## src/pkg/nvss_map.svh

```systemverilog
`ifndef NVSS_MAP_SVH
`define NVSS_MAP_SVH
`define NVSS_CLK_MHZ 40
`define NVSS_DELAY_NS 25
`define NVSS_SS_US 100
`define NVSS_STORE_MS 8
`define NVSS_RECALL_US 200
`define NVSS_ACTIVE_US 5
`define NVSS_DRIVE_NS 500
`define NVSS_DELAY_CYC (((`NVSS_DELAY_NS * `NVSS_CLK_MHZ) / 1000) < 1 ? 1 : ((`NVSS_DELAY_NS * `NVSS_CLK_MHZ) / 1000))
`define NVSS_SS_CYC (`NVSS_SS_US * `NVSS_CLK_MHZ)
`define NVSS_STORE_CYC (`NVSS_STORE_MS * 1000 * `NVSS_CLK_MHZ)
`define NVSS_RECALL_CYC (`NVSS_RECALL_US * `NVSS_CLK_MHZ)
`define NVSS_ACTIVE_CYC (`NVSS_ACTIVE_US * `NVSS_CLK_MHZ)
`define NVSS_DRIVE_CYC ((`NVSS_DRIVE_NS * `NVSS_CLK_MHZ) / 1000)
`endif

```

## src/pkg/nvss_pkg.sv

```systemverilog
package nvss_pkg;
  typedef enum logic [2:0] {
    NVSS_CMD_NONE,
    NVSS_CMD_STORE,
    NVSS_CMD_RECALL,
    NVSS_CMD_PFS_EN,
    NVSS_CMD_PFS_DIS
  } nvss_cmd_t;
endpackage : nvss_pkg

```

## src/logic/nvss_seq.sv

```systemverilog
// Contract
// - Skip store when no write since cycle; the code still runs soft STORE commands with no write
// - Access stays enabled briefly after trigger; the code sets access_inhibit during S_GRACE
// - Ignore accesses during store or recall
// - Access off while store line held low
// - No drive on store line when skipped
// - Act on soft commands within processing time
// - Lock out I/O until store/recall ends
// - Become active soon after line released
// - Drive line high briefly after store
`timescale 1ns/1ps
`include "nvss_map.svh"
module nvss_seq #(
  parameter int STORE_CYC = `NVSS_STORE_CYC,
  parameter int RECALL_CYC = `NVSS_RECALL_CYC,
  parameter int SS_CYC = `NVSS_SS_CYC,
  parameter int ACTIVE_CYC = `NVSS_ACTIVE_CYC
) (
  input wire logic mclk,
  input wire logic rst_b,
  input wire nvss_pkg::nvss_cmd_t cmd,
  input wire logic cmd_valid,
  input wire logic sram_write,
  input wire logic power_fail,
  input wire logic hw_store_busy_line_in,
  output logic hw_store_busy_line_out,
  output logic hw_store_busy_line_oe,
  output logic access_inhibit,
  output logic busy,
  output logic nv_store_go,
  output logic nv_recall_go,
  output logic power_fail_store_en
);
  import nvss_pkg::*;

  typedef enum logic [2:0] {
    S_IDLE, S_PEND, S_GRACE, S_STORE, S_RECALL, S_DRIVE, S_WAKE
  } nvss_state_t;

  localparam int TW = 19;
  localparam logic [TW-1:0] DELAY_C = TW'(`NVSS_DELAY_CYC);
  localparam logic [TW-1:0] DRIVE_C = TW'(`NVSS_DRIVE_CYC);

  nvss_state_t state_q;
  nvss_cmd_t pend_q;
  logic write_flag_q;
  logic is_store_q;
  logic hw_req_q;
  logic load_d;
  logic [TW-1:0] value_d;
  logic tdone;

  function automatic logic is_nv(input nvss_cmd_t c);
    return c == NVSS_CMD_STORE || c == NVSS_CMD_RECALL;
  endfunction : is_nv

  ////////////////////////////////////////////////////////////////
  // Timer
  nvss_timer #(.W(TW)) u_timer (
    .mclk(mclk),
    .rst_b(rst_b),
    .load(load_d),
    .value(value_d),
    .done(tdone)
  );

  wire logic hw_fall = !hw_store_busy_line_in && !hw_req_q;
  wire logic pf_go = power_fail && power_fail_store_en && write_flag_q;

  always_comb begin
    load_d = 1'b0;
    value_d = '0;
    case (state_q)
      S_IDLE: begin
        if (cmd_valid && cmd != NVSS_CMD_NONE) begin
          load_d = 1'b1;
          value_d = TW'(SS_CYC - 3);
        end else if ((hw_fall || pf_go) && write_flag_q) begin
          load_d = 1'b1;
          value_d = DELAY_C;
        end
      end
      S_PEND: begin
        if (tdone && is_nv(pend_q)) begin
          load_d = 1'b1;
          value_d = DELAY_C;
        end
      end
      S_GRACE: begin
        if (tdone) begin
          load_d = 1'b1;
          value_d = is_store_q ? TW'(STORE_CYC) : TW'(RECALL_CYC);
        end
      end
      S_STORE: begin
        if (tdone) begin
          load_d = 1'b1;
          value_d = DRIVE_C - TW'(1);
        end
      end
      S_RECALL, S_DRIVE: begin
        if (tdone) begin
          load_d = 1'b1;
          value_d = TW'(ACTIVE_CYC);
        end
      end
      default: begin
        load_d = 1'b0;
      end
    endcase
  end

  ////////////////////////////////////////////////////////////////
  // Sequencer
  always_ff @(posedge mclk) begin
    if (!rst_b) begin
      state_q <= S_IDLE;
      pend_q <= NVSS_CMD_NONE;
      is_store_q <= 1'b0;
    end else begin
      case (state_q)
        S_IDLE: begin
          if (cmd_valid && cmd != NVSS_CMD_NONE) begin
            pend_q <= cmd;
            state_q <= S_PEND;
          end else if ((hw_fall || pf_go) && write_flag_q) begin
            is_store_q <= 1'b1;
            state_q <= S_GRACE;
          end
        end
        S_PEND: begin
          if (tdone) begin
            is_store_q <= pend_q == NVSS_CMD_STORE;
            state_q <= is_nv(pend_q) ? S_GRACE : S_IDLE;
          end
        end
        S_GRACE: begin
          if (tdone) begin
            state_q <= is_store_q ? S_STORE : S_RECALL;
          end
        end
        S_STORE: begin
          if (tdone) begin
            state_q <= S_DRIVE;
          end
        end
        S_RECALL, S_DRIVE: begin
          if (tdone) begin
            state_q <= S_WAKE;
          end
        end
        S_WAKE: begin
          if (tdone) begin
            state_q <= S_IDLE;
          end
        end
        default: begin
          state_q <= S_IDLE;
        end
      endcase
    end
  end

  ////////////////////////////////////////////////////////////////
  // Hardware request edge and write flag
  always_ff @(posedge mclk) begin
    if (!rst_b) begin
      hw_req_q <= 1'b0;
    end else begin
      hw_req_q <= !hw_store_busy_line_in;
    end
  end

  always_ff @(posedge mclk) begin
    if (!rst_b) begin
      write_flag_q <= 1'b0;
    end else if (sram_write && !access_inhibit) begin
      write_flag_q <= 1'b1;
    end else if ((state_q == S_STORE || state_q == S_RECALL) && tdone) begin
      write_flag_q <= 1'b0;
    end
  end

  always_ff @(posedge mclk) begin
    if (!rst_b) begin
      power_fail_store_en <= 1'b1;
    end else if (state_q == S_PEND && tdone && pend_q == NVSS_CMD_PFS_EN) begin
      power_fail_store_en <= 1'b1;
    end else if (state_q == S_PEND && tdone && pend_q == NVSS_CMD_PFS_DIS) begin
      power_fail_store_en <= 1'b0;
    end
  end

  ////////////////////////////////////////////////////////////////
  // Outputs
  always_ff @(posedge mclk) begin
    if (!rst_b) begin
      access_inhibit <= 1'b0;
      busy <= 1'b0;
      nv_store_go <= 1'b0;
      nv_recall_go <= 1'b0;
      hw_store_busy_line_out <= 1'b1;
      hw_store_busy_line_oe <= 1'b0;
    end else begin
      access_inhibit <= (state_q == S_STORE) || (state_q == S_RECALL)
        || (state_q == S_DRIVE) || (state_q == S_WAKE)
        || (state_q == S_GRACE)
        || !hw_store_busy_line_in;
      busy <= state_q != S_IDLE;
      nv_store_go <= state_q == S_GRACE && tdone && is_store_q;
      nv_recall_go <= state_q == S_GRACE && tdone && !is_store_q;
      hw_store_busy_line_out <= !(state_q == S_STORE || (state_q == S_GRACE && tdone && is_store_q));
      hw_store_busy_line_oe <= state_q == S_STORE || state_q == S_DRIVE
        || (state_q == S_GRACE && tdone && is_store_q);
    end
  end
endmodule : nvss_seq

```

## src/logic/nvss_timer.sv

```systemverilog
`timescale 1ns/1ps
module nvss_timer #(
  parameter int W = 19
) (
  input wire logic mclk,
  input wire logic rst_b,
  input wire logic load,
  input wire logic [W-1:0] value,
  output logic done
);
  logic [W-1:0] cnt_q;
  logic run_q;

  // Down counter, one-cycle done pulse at expiry
  always_ff @(posedge mclk) begin
    if (!rst_b) begin
      cnt_q <= '0;
      run_q <= 1'b0;
      done <= 1'b0;
    end else if (load) begin
      cnt_q <= value;
      run_q <= 1'b1;
      done <= 1'b0;
    end else if (run_q && cnt_q <= W'(1)) begin
      run_q <= 1'b0;
      done <= 1'b1;
    end else begin
      cnt_q <= run_q ? cnt_q - W'(1) : cnt_q;
      done <= 1'b0;
    end
  end
endmodule : nvss_timer

```

## config.mk

```make
export PLATFORM = sky130hd
export DESIGN_NAME = nvss_seq
export DESIGN_NICKNAME = d
export VERILOG_FILES = /design/src/pkg/nvss_pkg.sv /design/src/logic/nvss_seq.sv /design/src/logic/nvss_timer.sv
export VERILOG_INCLUDE_DIRS = /design/src /design/src/pkg
export SDC_FILE = /design/constraint.sdc
export NUM_CORES = 1
export LEC_CHECK = 0
export BUFFER_PORTS_ARGS = -buffer_cell sky130_fd_sc_hd__buf_2
export CORE_MARGIN = 5
export CORE_UTILIZATION = 28
export CTS_BUF_LIST = sky130_fd_sc_hd__clkbuf_16
export DETAILED_ROUTE_END_ITERATION = 10
export HOLD_SLACK_MARGIN = 0.03
export SKIP_LAST_GASP = 1
export SYNTH_ARGS = -nofsm -noshare
export SYNTH_HDL_FRONTEND = slang
export SYNTH_HIERARCHICAL = 1
export SYNTH_SLANG_ARGS = --single-unit
```

## constraint.sdc

```tcl
create_clock -name mclk -period 2.3 [get_ports mclk]
set_input_delay 0.575 -clock mclk [delete_from_list [all_inputs] [get_ports mclk]]
set_output_delay 0.575 -clock mclk [all_outputs]
set_load 0.02 [all_outputs]
```

==> metrics.md <==
| Metric | Value |
|---|---|
| Number of diodes | 0 |
| Cell row count | 31 |
| Number of buffers created by CTS | 5 |
| Register area share after synthesis | 34.91% |
| Vias in the first global route | 1784 |
| Multi-input gate area | 1239 µm² |
| R2R Setup Slk | 0.35 ns |
| Arr. time, crit path | 2.17 ns |
| R2r endpoint | u_timer/cnt_q[18] |
| TNS Setup | 0 ns |
| CORE AREA | 7331 µm² |
| Worst-path clk slew | 0.06 ns |
| Drt initial violations | 84 |
| HP Class | in2reg |
| DRC Markers | 0 |
| Area Overhead vs Synth | 18.34% |
| Initial antenna violation count | 0 |
| Hold depth | 2 |
| Status | finished, final reports clean |
| Total global routing overflow | 0 |
| GP Congestion | 0.8149 |
| CTS Buffer Depth | 2 |
| CP peak stage delay | 0.25 ns |
| Resized cells post-CTS | 0 |
| Finish-stage setup viols | 0 |
| # port buffers | 15 |
| Setup Buffers After CTS | 0 |
| Post-synth EDFFs | 0 |
| Hold Path End | hw_req_q |
| Clock Root Buffer | clkbuf_16 |
| Vias | 1817 |
| Pwr Total | 0.002393 W |
| Worst Path Required | 2.49 ns |
| Total Routing Usage GR | 10.49% |
| Die Span Y | 97.06 µm |
| Crit end category | register |
| Initial Util | 28.95% |
| Most frequent CP cell | o21ai_0 |
| Drt via density | 4.884 |
| Worst-case reg-to-reg path depth | 5 |
| Clk_lat worst skew | 0.28 ns |
| Final HPWL DP | 3453 µm |
| Synth Area per Inst | 8.387 µm² |
| Startpoint types | primary input |
| Area contributors post-synth | dfxtp_1, a21oi_1, xnor2_1 |
| # clock sinks | 37 |
| Min Tclk post-route | 1.978 ns |
| Slew Viols, Final | 0 |
| Max frequency | 505.5 MHz |
| VDD IR max | 0.3304 mV |
| Warnings, synthesis | 6 |
| Worst Skew | 0.004258 ns |
| Asr flop ratio synth | 0% |
| Worst-Margin Slew | 0.5299 ns |
| CTS tree | built |
| Synthesized cell area | 2122 µm² |
| Die Area | 9420 µm² |
| Chip width | 97.06 µm |
| Synth area leader | dfxtp_1 |
| CP Cell Sequence | buf_2 -> o31ai_4 -> o21ai_0 -> a22oi_1 -> o21ai_0 -> buf_4 -> nor3_1 -> a21oi_1 -> a311oi_1 |
| Slowest stage cell, crit path | nor3_1 |
| Hold buffers post-CTS | 0 |
| LEAKAGE | 0.9192 nW |
| Number of synthesized register bits | 37 |
| Largest net degree at the start of global routing | 32 |
| PwrDens | 953.0 nW/µm² |
| Final hold violation count | 0 |
| IO Pins | 16 |
| FILL cells | 781 |
| Slew headroom | 64.63% |
| Reg area | 740.7 µm² |
| Hold Path Origin | hw_store_busy_line_in |
| Synth top area share | 34.91% |
| Yosys cell types | 61 |
| First-pass GRT wire length | 8238 µm |
| Worst Setup Path Type | in2reg |
| CP Max Fanout | 12 |
| Share of layout cells above drive strength 1 | 17.95% |
| DR WL/cell | 12.98 µm |
| Maxcap violations | 0 |
| H-tree depth | 2 |
| Synth Flop Type | dfxtp_1 |
| R2r startpoint | u_timer/cnt_q[13] |
| Cell count after synthesis | 253 |
| Drt pass-1 iters | 4 |
| Antenna Nets Post-Route | 0 |
| Period utilization | 86.01% |
| Layout Nets | 283 |
| Unrepaired setup endpoints after global routing | no |
| Final wirelength | 4828 µm |
cells by family (layout without fill, tap and decap cells):
logic type      Yosys count  count (layout)  share of synthesized area [%]
compound gates           80              80                          25.65
xor+xnor                 17              17                          7.017
fa+ha+maj                 2               2                          1.179
buf+inv                  28              46                          7.076
flops                    37              37                          34.91
mux                       1               1                         0.5306
other cells               1               3                         0.1767
simple gates             87              87                          23.47
worst max-delay path by stage:
stage | from | to | depth (start not counted)
final | cmd[2] | u_timer/cnt_q[12] | 9
after global routing | cmd[2] | u_timer/cnt_q[12] | 9
after floorplan | cmd[2] | u_timer/cnt_q[12] | 8
after CTS | cmd[2] | u_timer/cnt_q[12] | 9
after global placement | cmd[2] | u_timer/cnt_q[12] | 9
after detailed placement | cmd[2] | u_timer/cnt_q[12] | 9
synthesized netlist by cell type, types with 3 or more instances:
cell type  instances
o211ai_1           3
buf_6              3
nor2b_1            3
inv_1              9
o21ai_0           20
nand3_1           11
nor3_1             4
clkbuf_1           7
buf_2              4
and4_1             3
a21oi_1           25
dfxtp_1           37
a211oi_1           7
nor2_1            23
xor2_1             3
xnor2_1           14
nand2_1           21
nand2b_1           3
and2_1             4
per-stage QoR:
stage                     hold slack [ns]  util, %  worst slack [ns]  instance area, µm²  cells
after floorplan                    0.4447        -            0.1876                2130    255
after global placement             0.4638    31.66            0.1024                2321    364
after detailed placement           0.4848    31.66           0.04750                2321    364
after CTS                          0.4730    34.26            0.3396                2511    372
after global routing               0.4867    34.26            0.1472                2511    372
final                              0.4780    34.26            0.3217                2511    372
layer usage:
layer / up-vias / share of wire, % / track usage [%]
met5: - / 0 / 0
met4: 0 / 2.1 / 4.860
met3: 9 / 3.5 / 2.656
met2: 30 / 49 / 17.04
met1: 831 / 46 / 12.98
li1: 947 / - / -
power by group:
group | total, W | switching, W | internal [W]
Clock | 0.000887 | 0.000268 | 0.000619
Combinational | 0.000680 | 0.000379 | 0.000300
Sequential | 0.000827 | 0.000103 | 0.000724
cells in the final DEF, fill, tap and decap left out, types with 2 or more instances in the layout:
cell type	Yosys	routed
dfxtp_1	37	37
o31ai_1	2	2
nand3_1	11	11
buf_2	4	15
and2_1	4	4
buf_4	1	10
nand2_1	21	21
nand4b_1	2	2
clkbuf_16	0	5
nor3_1	4	4
a21oi_1	25	25
bufinv_16	0	2
nor4_4	2	2
o211ai_1	3	3
o21ai_0	20	20
nor2_1	23	23
nand2b_1	3	3
inv_2	2	2
a211oi_1	7	7
inv_1	9	9
xor2_1	3	3
nor2b_1	3	3
ha_1	2	2
conb_1	1	3
a22oi_1	2	2
a311o_1	2	2
and4_1	3	3
xnor2_1	14	14
state kept, by name (all words and copies together), names as in the netlist:
register and cells:
state_q 3, write_flag_q 1, hw_store_busy_line_out 1, u_timer/done 1
hw_store_busy_line_oe 1, u_timer/run_q 1, hw_req_q 1, power_fail_store_en 1
nv_recall_go 1, nv_store_go 1, busy 1, u_timer/cnt_q 19
is_store_q 1, pend_q 3, access_inhibit 1
layout make-up:
| type | instances | area share (%) |
|---|---|---|
| clock inverter | 3 | 2.591 |
| inverter | 12 | 1.893 |
| tap | 99 | 4.933 |
| clock buffer | 5 | 4.983 |
| timing repair buffer | 26 | 6.776 |
| sequential | 37 | 29.50 |
| multi-input combinational | 190 | 49.33 |
worst max-delay path, delay by kind of cell:
family / cells / cell delay [ns]
and+or+nand+nor: 1 / 0.25
AOI/OAI and AO/OA: 6 / 1.02
buffers and inverters: 2 / 0.32
(Power assumes the default switching activity.)
